--- config.mk ---
export PLATFORM = sky130hd
export DESIGN_NAME = bcdpip_port
export DESIGN_NICKNAME = d
export VERILOG_FILES = /design/src/logic/bcdpip_pkg.sv /design/src/logic/bcdpip_port.sv
export SDC_FILE = /design/constraint.sdc
export NUM_CORES = 1
export LEC_CHECK = 0
export BUFFER_PORTS_ARGS = -buffer_cell sky130_fd_sc_hd__buf_2
export CAP_MARGIN = 20
export CORE_MARGIN = 10
export CORE_UTILIZATION = 43
export DETAILED_ROUTE_END_ITERATION = 6
export PLACE_DENSITY_LB_ADDON = 0.25
export SYNTH_ARGS = -nofsm -noshare
export SYNTH_HDL_FRONTEND = slang
export SYNTH_SLANG_ARGS = --single-unit
--- constraint.sdc ---
create_clock -name clock_in -period 4.4 [get_ports clock_in]
set_clock_uncertainty 0.05 [all_clocks]
set_input_delay 0 -clock clock_in [delete_from_list [all_inputs] [get_ports clock_in]]
set_output_delay 0 -clock clock_in [all_outputs]
set_load 0.05 [all_outputs]
--- src/logic/bcdpip_pkg.sv ---
`default_nettype none
package bcdpip_pkg;
	// register offsets on the local register port
	localparam logic [3:0] BINARY_MODE_SELECT_OFS = 4'h3;
	localparam logic [3:0] LINE_STATUS_OFS = 4'h4;
	localparam logic [3:0] FIRST_BYTE_OFS = 4'h5;
	localparam logic [3:0] LAST_BYTE_OFS = 4'h9;
	localparam logic [7:0] BINARY_MODE_RESET = 8'h00;
	// four-bit character codes inserted by the port
	localparam logic [3:0] CODE_LINE_FEED = 4'ha;
	localparam logic [3:0] CODE_PLUS = 4'hb;
	localparam logic [3:0] CODE_COMMA = 4'hc;
	localparam logic [3:0] CODE_MINUS = 4'hd;
	localparam logic [3:0] CODE_EXPONENT = 4'he;
	localparam logic [3:0] CODE_EIGHT = 4'h8;
	localparam logic [3:0] CODE_ZERO = 4'h0;
	// ascii values delivered to the host
	localparam logic [7:0] ASCII_ZERO = 8'h30;
	localparam logic [7:0] ASCII_LINE_FEED = 8'h0a;
	localparam logic [7:0] ASCII_PLUS = 8'h2b;
	localparam logic [7:0] ASCII_COMMA = 8'h2c;
	localparam logic [7:0] ASCII_MINUS = 8'h2d;
	localparam logic [7:0] ASCII_EXPONENT = 8'h45;
	localparam logic [7:0] ASCII_UNKNOWN = 8'h3f;
	// characters per transfer, last index of each stream
	localparam logic [3:0] DECIMAL_LAST_INDEX = 4'hf;
	localparam logic [3:0] BINARY_LAST_INDEX = 4'h5;
	localparam logic [3:0] INDEX_RESET = 4'h0;
	localparam int DIGIT_GROUPS = 10;
	// sequencer states
	typedef enum logic [2:0] {
		BCDPIP_IDLE = 3'b001,
		BCDPIP_REQUEST = 3'b010,
		BCDPIP_STREAM = 3'b100
	} bcdpip_state_t;
endpackage
`default_nettype wire

--- src/logic/bcdpip_port.sv ---
// Operation
// - optional format starts a transfer by asserting both request lines
// - optional first number: first sign, then groups 4, 2, 6, 8
// - comma inserted after first device mantissa without reading lines
// - line feed inserted after second device fields, ending the transfer
// - second number: second sign, groups 10,1,5,3,7, exponent mark, two digits
// - overrange high reads 8 with sense on, inverted with sense off
// - data sense on treats digit lines as positive true
// - binary mode treats forty digit lines as five bytes, by handshake or status
// - binary mode ignores the format selection
// - non-zero write to binary_mode_select selects binary mode
// - binary mode requests data by setting the first request line
// - byte k holds odd group high nibble, even group low nibble
// - line feed follows the five binary bytes
`timescale 1ns/100ps
`default_nettype none
module bcdpip_port (
	// clock and reset
	input wire logic clock_in,
	input wire logic rstn_in,
	// peripheral lines, group one in the top nibble
	input wire logic [39:0] digit_groups_in,
	input wire logic first_sign_line_in,
	input wire logic second_sign_line_in,
	input wire logic overrange_line_in,
	input wire logic peripheral_flag_a_n_in,
	output logic request_line_a_n_out,
	output logic request_line_b_n_out,
	// peripheral status switches
	input wire logic format_select_switch_in,
	input wire logic data_sense_switch_in,
	input wire logic first_sign_switch_in,
	input wire logic second_sign_switch_in,
	input wire logic overrange_switch_in,
	// register port
	input wire logic [3:0] reg_addr_in,
	input wire logic reg_wr_in,
	input wire logic reg_rd_in,
	input wire logic [7:0] reg_wdata_in,
	output logic [7:0] reg_rdata_out,
	// transfer start and character stream
	input wire logic enter_start_in,
	output logic enter_busy_out,
	output logic char_valid_out,
	output logic [7:0] char_data_out,
	input wire logic char_ready_in
);
	bcdpip_pkg::bcdpip_state_t state_q, state_d;
	logic [7:0] binary_mode_q, binary_mode_d;
	logic [7:0] rdata_q, rdata_d;
	logic [39:0] groups_q, groups_d;
	logic [2:0] flags_q, flags_d;
	logic [3:0] index_q, index_d;
	logic req_a_q, req_a_d;
	logic req_b_q, req_b_d;
	logic binary_sel;
	logic optional_sel;
	logic [39:0] digits;
	logic [3:0] group [1:10];
	logic [3:0] sign1_code, sign2_code, ovl_code, g9_code;
	logic [3:0] dec_code;
	logic [7:0] stream_char;
	logic [3:0] last_index;
	logic push, buf_full;
	// buffer storage
	logic [7:0] buf_mem_q [0:1];
	logic [7:0] buf_mem_d [0:1];
	logic [1:0] buf_cnt_q, buf_cnt_d;
	logic buf_wp_q, buf_wp_d, buf_rp_q, buf_rp_d;

	// mode decode: binary overrides format switch
	assign binary_sel = binary_mode_q != 8'h00;
	assign optional_sel = !binary_sel && !format_select_switch_in;
	assign digits = data_sense_switch_in ? groups_q : ~groups_q;

	// split latched lines into ten groups
	genvar gi;
	generate
		for (gi = 1; gi <= bcdpip_pkg::DIGIT_GROUPS; gi++) begin : g_split
			assign group[gi] = digits[43 - 4 * gi -: 4];
		end
	endgenerate

	// sign and overrange characters
	assign sign1_code = (flags_q[2] == first_sign_switch_in) ? bcdpip_pkg::CODE_MINUS : bcdpip_pkg::CODE_PLUS;
	assign sign2_code = (flags_q[1] == second_sign_switch_in) ? bcdpip_pkg::CODE_MINUS : bcdpip_pkg::CODE_PLUS;
	assign ovl_code = (flags_q[0] == overrange_switch_in) ? bcdpip_pkg::CODE_EIGHT : bcdpip_pkg::CODE_ZERO;
	assign g9_code = group[9][3] ? bcdpip_pkg::CODE_EIGHT : bcdpip_pkg::CODE_ZERO;

	// map four-bit code to ascii
	function automatic logic [7:0] to_ascii(input logic [3:0] code);
		logic [7:0] c;
		c = bcdpip_pkg::ASCII_UNKNOWN;
		unique case (code)
			bcdpip_pkg::CODE_LINE_FEED: c = bcdpip_pkg::ASCII_LINE_FEED;
			bcdpip_pkg::CODE_PLUS: c = bcdpip_pkg::ASCII_PLUS;
			bcdpip_pkg::CODE_COMMA: c = bcdpip_pkg::ASCII_COMMA;
			bcdpip_pkg::CODE_MINUS: c = bcdpip_pkg::ASCII_MINUS;
			bcdpip_pkg::CODE_EXPONENT: c = bcdpip_pkg::ASCII_EXPONENT;
			4'hf: c = bcdpip_pkg::ASCII_UNKNOWN;
			default: c = bcdpip_pkg::ASCII_ZERO + {4'h0, code};
		endcase
		return c;
	endfunction

	// decimal character at the current index
	always_comb begin
		dec_code = bcdpip_pkg::CODE_LINE_FEED;
		if (optional_sel) begin
			unique case (index_q)
				4'h0: dec_code = sign1_code;
				4'h1: dec_code = group[4];
				4'h2: dec_code = group[2];
				4'h3: dec_code = group[6];
				4'h4: dec_code = group[8];
				4'h5: dec_code = bcdpip_pkg::CODE_COMMA;
				4'h6: dec_code = sign2_code;
				4'h7: dec_code = group[10];
				4'h8: dec_code = group[1];
				4'h9: dec_code = group[5];
				4'ha: dec_code = group[3];
				4'hb: dec_code = group[7];
				4'hc: dec_code = bcdpip_pkg::CODE_EXPONENT;
				4'hd: dec_code = ovl_code;
				4'he: dec_code = g9_code;
				4'hf: dec_code = bcdpip_pkg::CODE_LINE_FEED;
			endcase
		end else begin
			unique case (index_q)
				4'h0: dec_code = sign1_code;
				4'h1: dec_code = group[1];
				4'h2: dec_code = group[2];
				4'h3: dec_code = group[3];
				4'h4: dec_code = group[4];
				4'h5: dec_code = group[5];
				4'h6: dec_code = group[6];
				4'h7: dec_code = group[7];
				4'h8: dec_code = group[8];
				4'h9: dec_code = bcdpip_pkg::CODE_EXPONENT;
				4'ha: dec_code = sign2_code;
				4'hb: dec_code = group[9];
				4'hc: dec_code = bcdpip_pkg::CODE_COMMA;
				4'hd: dec_code = ovl_code;
				4'he: dec_code = group[10];
				4'hf: dec_code = bcdpip_pkg::CODE_LINE_FEED;
			endcase
		end
	end

	// stream character: packed bytes in binary mode, ascii otherwise
	always_comb begin
		stream_char = to_ascii(dec_code);
		last_index = bcdpip_pkg::DECIMAL_LAST_INDEX;
		if (binary_sel) begin
			last_index = bcdpip_pkg::BINARY_LAST_INDEX;
			if (index_q < bcdpip_pkg::BINARY_LAST_INDEX) begin
				stream_char = digits[39 - 8 * index_q -: 8];
			end else begin
				stream_char = bcdpip_pkg::ASCII_LINE_FEED;
			end
		end
	end

	assign buf_full = buf_cnt_q == 2'd2;
	assign push = (state_q == bcdpip_pkg::BCDPIP_STREAM) && !buf_full;

	// handshake and sequencer next state
	always_comb begin
		state_d = state_q;
		groups_d = groups_q;
		flags_d = flags_q;
		index_d = index_q;
		req_a_d = req_a_q;
		req_b_d = req_b_q;
		unique case (state_q)
			bcdpip_pkg::BCDPIP_IDLE: begin
				if (enter_start_in) begin
					req_a_d = 1'b1;
					req_b_d = optional_sel;
					index_d = bcdpip_pkg::INDEX_RESET;
					state_d = bcdpip_pkg::BCDPIP_REQUEST;
				end
			end
			bcdpip_pkg::BCDPIP_REQUEST: begin
				if (!peripheral_flag_a_n_in) begin
					groups_d = digit_groups_in;
					flags_d = {first_sign_line_in, second_sign_line_in, overrange_line_in};
					req_a_d = 1'b0;
					req_b_d = 1'b0;
					state_d = bcdpip_pkg::BCDPIP_STREAM;
				end
			end
			bcdpip_pkg::BCDPIP_STREAM: begin
				if (push) begin
					index_d = index_q + 4'h1;
					if (index_q == last_index) begin
						state_d = bcdpip_pkg::BCDPIP_IDLE;
					end
				end
			end
			default: begin
				state_d = bcdpip_pkg::BCDPIP_IDLE;
				req_a_d = 1'b0;
				req_b_d = 1'b0;
			end
		endcase
	end

	// two-entry character buffer next state
	always_comb begin
		buf_mem_d[0] = buf_mem_q[0];
		buf_mem_d[1] = buf_mem_q[1];
		buf_wp_d = buf_wp_q;
		buf_rp_d = buf_rp_q;
		buf_cnt_d = buf_cnt_q;
		if (push) begin
			buf_mem_d[buf_wp_q] = stream_char;
			buf_wp_d = !buf_wp_q;
		end
		if (char_valid_out && char_ready_in) begin
			buf_rp_d = !buf_rp_q;
		end
		buf_cnt_d = buf_cnt_q + {1'b0, push} - {1'b0, char_valid_out && char_ready_in};
	end

	// register port next state
	always_comb begin
		binary_mode_d = binary_mode_q;
		rdata_d = rdata_q;
		if (reg_wr_in && reg_addr_in == bcdpip_pkg::BINARY_MODE_SELECT_OFS) begin
			binary_mode_d = reg_wdata_in;
		end
		if (reg_rd_in) begin
			rdata_d = 8'h00;
			if (reg_addr_in == bcdpip_pkg::BINARY_MODE_SELECT_OFS) begin
				rdata_d = binary_mode_q;
			end else if (reg_addr_in == bcdpip_pkg::LINE_STATUS_OFS) begin
				rdata_d = {!format_select_switch_in, !data_sense_switch_in, !first_sign_switch_in,
					!second_sign_switch_in, !overrange_switch_in, flags_q};
			end else if (reg_addr_in >= bcdpip_pkg::FIRST_BYTE_OFS && reg_addr_in <= bcdpip_pkg::LAST_BYTE_OFS) begin
				rdata_d = digits[39 - 8 * (reg_addr_in - bcdpip_pkg::FIRST_BYTE_OFS) -: 8];
			end
		end
	end

	// registers
	always_ff @(posedge clock_in or negedge rstn_in) begin
		if (!rstn_in) begin
			state_q <= bcdpip_pkg::BCDPIP_IDLE;
			groups_q <= 40'h00_0000_0000;
			flags_q <= 3'h0;
			index_q <= bcdpip_pkg::INDEX_RESET;
			req_a_q <= 1'b0;
			req_b_q <= 1'b0;
			binary_mode_q <= bcdpip_pkg::BINARY_MODE_RESET;
			rdata_q <= 8'h00;
			buf_mem_q[0] <= 8'h00;
			buf_mem_q[1] <= 8'h00;
			buf_wp_q <= 1'b0;
			buf_rp_q <= 1'b0;
			buf_cnt_q <= 2'd0;
		end else begin
			state_q <= state_d;
			groups_q <= groups_d;
			flags_q <= flags_d;
			index_q <= index_d;
			req_a_q <= req_a_d;
			req_b_q <= req_b_d;
			binary_mode_q <= binary_mode_d;
			rdata_q <= rdata_d;
			buf_mem_q[0] <= buf_mem_d[0];
			buf_mem_q[1] <= buf_mem_d[1];
			buf_wp_q <= buf_wp_d;
			buf_rp_q <= buf_rp_d;
			buf_cnt_q <= buf_cnt_d;
		end
	end

	// outputs
	assign request_line_a_n_out = !req_a_q;
	assign request_line_b_n_out = !req_b_q;
	assign reg_rdata_out = rdata_q;
	assign enter_busy_out = state_q != bcdpip_pkg::BCDPIP_IDLE;
	assign char_valid_out = buf_cnt_q != 2'd0;
	assign char_data_out = buf_mem_q[buf_rp_q];
endmodule
`default_nettype wire

# [After elaboration in Yosys (flattened, before gate mapping)]
# Cells that the tools add are included.
[word_totals] register_bits=88 out_inout_bits=20 wordCells=128
[classes] add_sub_neg=7 n_lt_le_gt_ge=6 eq_ne=36 shift=2 mux=34 bitwise=5 n_reduce_logical=25
[op_table] op="$pmux W4 S16" n=2
[op_table] op="$shiftx A47 B33 Y8" n=2
[op_table] op="$mux W8" n=9
[op_table] op="$eq A4 B4 Y1 const B" n=14
[op_table] op="$pmux W7 S6" n=1
[op_table] op="$mux W40" n=1
[op_table] op="$not A40 Y40" n=1
[op_table] op="$mux W4" n=6
[op_table] op="$eq A4 B3 Y1 const B" n=5
[op_table] op="$mux W3" n=6
[op_table] op="$bwmux W16" n=1
[op_table] op="$eq A4 B2 Y1 const B" n=3
[op_table] op="$logic_not A1 Y1" n=11
[op_table] op="$pmux W3 S3" n=1
[op_table] op="$sub A7 B8 Y9 const A" n=1
[op_table] op="$demux W8 S1" n=1
[op_table] op="$pmux W4 S2" n=1
[op_table] op="$reduce_bool A8 Y1" n=1
[op_table] op="$sub A6 B7 Y8 const A" n=1
[op_table] op="$add A6 B4 Y7 const A" n=1
[op_table] op="$logic_and A1 B1 Y1" n=6
[op_table] op="$ne A2 B2 Y1 const B" n=3
[op_table] op="$pmux W1 S3" n=2
[op_table] op="$reduce_and A3 Y1" n=2
[op_table] op="25 further kinds" n=33

# [Logic depth before layout (Yosys ltp)]
# Gate-level depths: netlist of run 1.
[logic_depth] ltp_word=9 depth_mapped=14 ltp_nobuf=10

# [Worst setup path before layout of run 1]
# Ideal clock, no wire load.
[synth_path] path_kind="register to register" from="reg index_q[0]" to="reg buf_mem_q[13] in the netlist's numbering" arrival_time_ps=3239 required_time_ps=4206 path_slack_ps=966 stages_incl_launch_ff=13 path_buffers=2 period_less_slack_ps=3434 path_cell_list="dfrtp_1 -> clkbuf_1 -> buf_1 -> inv_1 -> ha_1 -> nand3b_1 -> o22ai_1 -> a211o_1 -> or4_1 -> o21ai_2 -> o21ai_1 -> a221oi_1 -> a21oi_1"
[synth_between] elab_chain_cells=7 elab_cells_between_ends=33
[synth_rtl] item="from (decl)" line_no="bcdpip_port.sv:53" rtl="logic [3:0] index_q, index_d;"
[synth_rtl] item="from (signal assigned)" line_no="bcdpip_port.sv:252" rtl="index_q <= bcdpip_pkg::INDEX_RESET;"
[synth_rtl] item="from (signal assigned)" line_no="bcdpip_port.sv:266" rtl="index_q <= index_d;"
[synth_rtl] item="$eq A4 B4 Y1 (tied with other cells)" line_no="bcdpip_port.sv:110, bcdpip_port.sv:129"
[synth_rtl] item="$pmux W4 S16 (on tied branches)" line_no="bcdpip_port.sv:129, bcdpip_port.sv:110"
[synth_rtl] item="$mux W4" line_no="bcdpip_port.sv:109" rtl="if (optional_sel) begin"
[synth_rtl] item="$add A6 B4 Y7 / $eq A4 B4 Y1 (equally long branches)" line_no="bcdpip_port.sv:101, bcdpip_port.sv:94"
[synth_rtl] item="$pmux W7 S6" line_no="bcdpip_port.sv:94" rtl="unique case (code)"
[synth_rtl] item="$mux W8 (*)" line_no="bcdpip_port.sv:154" rtl="if (binary_sel) begin"
[synth_rtl] item="$bwmux W16 (*)" line_no="bcdpip_port.sv:217" rtl="buf_mem_d[buf_wp_q] = stream_char;"
[synth_rtl] item="to (decl)" line_no="bcdpip_port.sv:66" rtl="logic [7:0] buf_mem_q [0:1];"
# Mark *: on every way between the ends. The rest lies on a longest branch, timed or not.
# A chain may end at the register's enable or synchronous reset.

# [Final worst setup path of run 1]
[layout_path] from="reg index_q[0]" to="reg buf_mem_q[1] in the netlist's numbering"
# Same word-level chain as after synthesis.

==> results of run 1 <==
-- per-stage QoR --
stage | setup slack (ps) | total power [mW] | area, um2 | std cells
after detailed placement | 798 | 3.80 | 7220 | 976
after floorplan | 966 | 3.09 | 6680 | 740
after global routing | 568 | 4.90 | 8080 | 1047
final | 673 | 4.66 | 8080 | 1047
after global placement | 872 | 3.75 | 7220 | 976
after CTS | 782 | 4.62 | 8060 | 1046
-- path summary, 6_finish.rpt --
check	cells past startpoint	to	from	slack, ps
worst max register to register	11	buf_mem_q[1]	index_q[0]	670
max in group asynchronous	3	state_q[0]	rstn_in	3490
min in group asynchronous	2	reg_rdata_out[7]	rstn_in	120
worst max-delay path	11	buf_mem_q[1]	index_q[0]	670
worst min register to register	1	buf_mem_q[6]	buf_mem_q[6]	440
worst min-delay path	3	state_q[1]	enter_start_in	20
-- worst min-delay path: stages --
cell and delay, ps:
buf_2 100, nand3b_1 180, a21oi_1 90
-- layer usage --
| metal | part of all wire, % | track usage [%] | up-vias |
|---|---|---|---|
| met5 | 0 | 0 | - |
| li1 | - | - | 3001 |
| met1 | 42 | 28.5 | 3282 |
| met2 | 46 | 35.1 | 375 |
| met4 | 3.7 | 8.62 | 0 |
| met3 | 8.6 | 4.99 | 75 |
-- timing repair --
| item | CTS | global route |
|---|---|---|
| setup buffers | 0 | 0 |
| hold buffers | 55 | 0 |
| endpoints found under the hold margin | 148 | 0 |
-- power by group through the flow --
stage / logic (mW) / registers [mW] / clock network (mW)
global placement: 2.08 / 1.67 / 0
floorplan: 1.64 / 1.45 / 0
finish: 2.20 / 1.69 / 0.766
detailed placement: 2.12 / 1.68 / 0
global route: 2.36 / 1.72 / 0.814
CTS: 2.17 / 1.67 / 0.786
-- registers in the layout, indices dropped and copies added (netlist names) --
| name | count |
|---|---|
| reg_rdata_out | 8 |
| buf_mem_q | 16 |
| buf_cnt_q | 2 |
| groups_q | 40 |
| buf_wp_q | 1 |
| state_q | 3 |
| buf_rp_q | 1 |
| req_a_q | 1 |
| binary_mode_q | 8 |
| flags_q | 3 |
| index_q | 4 |
| req_b_q | 1 |
-- synth_stat cells (13+ instances only) --
library cell	number	area [um2]
mux2_2	53	597
o21ai_0	46	230
buf_2	20	100
clkbuf_1	26	97.6
dfrtp_1	87	2180
nand2_1	48	180
a31oi_1	13	81.3
inv_1	35	131
xnor2_1	21	184
a21oi_1	32	160
nor2_1	63	236
xor2_1	19	166
nand3_1	16	80.1
o22ai_1	20	125
-- area by class of cell --
class                   count  area [um2]  share of cell area, %
clock buffers              12         246                   3.05
clock inverters             3        42.5                  0.526
inverters                  37         139                   1.72
multi-input cells         563        4110                   50.8
flip-flops and latches     88        2200                   27.3
well taps                 188         235                   2.91
repair buffers            156        1110                   13.7
-- logic make-up (layout without fill, tap and decap cells) --
| logic type | after synthesis | after routing | share of synthesized area (%) |
|---|---|---|---|
| xor gates and xnor gates | 41 | 41 | 5.49 |
| AOI/OAI and AO/OA | 239 | 239 | 25.3 |
| and+or+nand+nor | 203 | 203 | 15.6 |
| buffers and inverters | 89 | 208 | 5.66 |
| adders and majority gates | 11 | 11 | 2.06 |
| muxes | 69 | 69 | 12.8 |
| DFF | 88 | 88 | 33.0 |
==> run metrics, run 1 <==
Synthesized Nets=818; most common flop cell mapped by yosys=dfrtp_1; Final period util=84.7%; Cells after Synth=740; sw frac=45.8%; clock network power share=16.4%; peak per-stage delay on the critical path=~630 ps; Core Footprint=15200 um2; largest net degree at the start of global routing=89; Die ar.=20900 um2; Final Hold Viols=0; drt first pass iters=6; routed length per instance=approximately 22 um; Max clock buf depth=2; share of async-settable or async-resettable flops after synthesis=100%; Arr. time, crit path=3910 ps; VDD IR max=0.000290 V; Largest delay share family, worst path=compound AO/OA/AOI/OAI gates; Max Fanout on Critical Path=17; relative slew slack=between 30% and 40%; sw power=2.14 mW; Required @ worst endpoint=around 4600 ps; actual slew at the worst max-slew pin=just over 900 ps; Final min period=between 3000 and 4000 ps; nets@finish=between 900 and 1000; initial antenna violation count=0; post_cts resized=0; Max H-tree Level=3; register bit count reported by yosys=around 90; status=finished clean; LEAKAGE=3.30 nW; global-route wire length before repair=~36 mm; Combinational Power Share=47.3%; total negative slack=0 ps; DR iter-0 viols=about 760; Ports=87; commonest non-fill, non-tap cell in the layout=dfrtp_1; CTS clk-pin slew, worst paths=60 ps; # DRC=0; fmax=between 200 and 300 MHz; Synth Cell Area=6680 um2; syn_area_per_cell=9.03 um2; Total Routing Usage GR=22.1%; Placement Rows=45; DIE HEIGHT=~140 um; Buf/Inv on CP=2; clk root buf=clkbuf_16; post-synthesis sequential area ratio=33.0%; Initial Util=44.0%; WHS=20.5 ps; Worst-Skew Late Latency=360 ps; Die Width=145 um; RSZ-0062 raised after global routing=false; proportion of layout cells with a drive suffix above 1=22.1%; Slew Limit Fails=0; vias in the first global route=6421; final wirelength=23.3 mm; most frequent cells in the layout=87 x dfrtp_1, 85 x buf_2, 63 x nor2_1; Overflow after GRT=0; PortBufs=86; Critical Path End Type=flip-flop; DP Wirelength=16.9 mm; Fillers=1378; Final Util=53.2%; Cell variety after synth=80; critical path class=flip-flop to flip-flop; critical path's slowest cell=nor4_1; Sink Count=slightly below 90; CTS tree=yes; Antenna Cells=0; Critical Path Start Type=flip-flop; Routability Congestion=around 1; Max Cap Viol=0; ANT nets after route=0; part of the power in registers=36.3%; worst path cell trace=buf_4, inv_1, ha_1, nand3b_1, a21oi_1, o32a_1, nor4_1, o21ai_0, a31o_1, o21a_1, mux2_2; Via density=6.43; setup violators final=0; area grow syn2layout=20.9%; Power Internal=roughly 2.5 mW; Inserted Clock Buffers=9; PwrDens=between 500 and 600 nW/um2; Post-synth EDFFs=0; Via Count=6733; HP Class=input pin to flip-flop; Yosys warning count=0
Power figures use the tool's default switching activity.
==> run 2: changes to the inputs <==
- clock period: 4.4 -> 3 ns (I/O delays scaled with it)
==> run 2 against run 1 <==
  * The run now ends with design-rule violations left
  * Via count grew 1.8%
  * Count of clock-buffer cells in the layout is 3 lower
  * Die area did not move
  * Cell area grew 8.6%
  * Sequential power grew 46%
  * Cell count rose by 6.2%
  * Worst setup slack got worse by 640 ps
  * Flip-flop and latch count did not move
  * Total power increased by 57%
  * Register-to-register slack worse by 640 ps
==> run metrics, run 2 (synthesis gave the netlist of run 1 again) <==
Critical Path End Type=flip-flop; Slew Limit Fails=0; most frequent cells in the layout=85 x dfrtp_1, 85 x buf_2, 73 x buf_4; Max clock buf depth=2; actual slew at the worst max-slew pin=765 ps; sw frac=45.6%; Power Internal=3.98 mW; critical path's slowest cell=o31ai_1; Final Hold Viols=0; Fillers=1360; Core Footprint=15200 um2; WHS Endpoint=reg_rdata_out[4]; ANT nets after route=0; DP Wirelength=19.2 mm; relative slew slack=48.8%; HP Start=second_sign_switch_in; Placement Rows=45; Largest delay share family, worst path=simple AND/OR/NAND/NOR gates; Buf/Inv on CP=3; Final min period=between 2000 and 3000 ps; Sink Count=88; Overflow after GRT=0; HP Class=input pin to flip-flop; largest net degree at the start of global routing=89; PortBufs=86; Max H-tree Level=3; Total Routing Usage GR=24.9%; Arr. time, crit path=3210 ps; Inserted Clock Buffers=9; Routability Congestion=0.982; worst r2r dst=buf_mem_q[8]; setup violators final=0; VDD IR max=0.000501 V; critical path class=flip-flop to flip-flop; post-route insts no fill=about 1100; Final period util=98.9%; WHS=27.1 ps; Final Util=57.7%; M1 WL=~11 mm; Die ar.=20900 um2; routed length per instance=around 23 um; Hold Path Depth=4; clk root buf=clkbuf_16; Reg2Reg Depth=11; CTS tree=yes; sw power=3.34 mW; met3 WL=1.78 mm; WL met2=about 12 mm; peak per-stage delay on the critical path=460 ps; Max Fanout on Critical Path=7; fmax=337 MHz; status=finished, violations left; CTS clk-pin slew, worst paths=70 ps; proportion of layout cells with a drive suffix above 1=30.2%; Worst-Skew Late Latency=360 ps; largest reg by FF count=groups_q; Via Count=6855; multi-input combinational cell area=approximately 4200 um2; part of the power in registers=33.5%; Ports=87; initial antenna violation count=0; Placed Cells=1036; Via density=6.16; Initial Util=44.0%; vias in the first global route=6944; top routing layer in use=met4; Antenna Cells=0; drt first pass iters=7; RSZ-0062 raised after global routing=true; R2R Path Start=index_q[0]; area grow syn2layout=31.3%; worst path cell trace=inv_2, ha_2, buf_6, or3b_4, o22ai_2, nor4_1, and4_1, or2_1, buf_4, o31ai_1, mux2_2; PwrDens=roughly 840 nW/um2; DR iter-0 viols=616; failing checks=design-rule violations; nets@finish=997; LEAKAGE=3.66 nW; Top Registers=groups_q: 40 flops, buf_mem_q: 16 flops; # DRC=1; Combinational Power Share=48.9%; DIE HEIGHT=145 um; flop2flop setup slack=roughly 33 ps; Sequential cell area=2210 um2; Die Width=145 um; global-route wire length before repair=around 40 mm; Required @ worst endpoint=~3300 ps; Critical Path Start Type=flip-flop; final wirelength=25.8 mm; clock network power share=approximately 18%; max reg flops=40; Max Cap Viol=0
==> run 2: power groups by stage <==
| stage | registers, mW | clock network, mW | logic (mW) |
|---|---|---|---|
| 2_1_floorplan | 2.13 | 0 | 2.41 |
| 3_3_place_gp | 2.44 | 0 | 3.34 |
| 3_5_place_dp | 2.45 | 0 | 3.39 |
| 4_1_cts | 2.43 | 1.31 | 3.49 |
| 5_1_grt | 2.52 | 1.36 | 3.84 |
| 6_report | 2.46 | 1.29 | 3.58 |
==> run 2: per-layer routing <==
metal	vias up	global-route usage, %
met1	3344	31.3
met3	54	4.82
li1	3141	-
met2	316	41.5
met4	0	8.88
met5	-	0
==> run 2: timing repair <==
action	CTS	global route
endpoints found under the hold margin	149	0
hold buffers	57	0
resized for setup	5	27
setup endpoints to repair	9	14
setup buffers	0	2
pin swaps	1	13
==> run 2: worst max-delay path by stage <==
stage,from,to,slack (ps),cells after the start
2_1_floorplan,index_q[0],buf_mem_q[12],10,13
3_3_place_gp,index_q[0],buf_mem_q[6],-20,11
3_5_place_dp,index_q[0],buf_mem_q[6],-20,12
4_1_cts,index_q[0],buf_mem_q[12],9,11
5_1_grt,index_q[0],buf_mem_q[12],-20,11
6_report,index_q[0],buf_mem_q[8],30,11
==> run 2: area by class of cell <==
class | count | area share (%)
Multi-Input combinational cell | 563 | 48.1
Sequential cell | 88 | 25.2
Timing Repair Buffer | 220 | 18.6
Tap cell | 188 | 2.68
Clock buffer | 9 | 2.57
Inverter | 37 | 1.58
Clock inverter | 7 | 1.23
==> run 2: through the flow <==
step / setup WS (ps) / instance area, um2 / total power [mW] / setup TNS (ps)
6_report: 32.7 / 8770 / 7.33 / 0
5_1_grt: -24.2 / 8770 / 7.71 / -24.2
4_1_cts: 9.08 / 8610 / 7.24 / 0
3_5_place_dp: -25.0 / 7700 / 5.85 / -74.6
3_3_place_gp: -16.6 / 7700 / 5.78 / -31.7
2_1_floorplan: 12.7 / 6690 / 4.54 / 0
==> run 2: worst register-to-register path, delay by kind of cell, from the launching register on <==
family | cells | cell delay [ps]
DFF | 1 | 430
buffers and inverters | 3 | 400
muxes | 1 | 250
AOI/OAI and AO/OA | 2 | 640
and+or+nand+nor | 4 | 930
adders and majority gates | 1 | 210
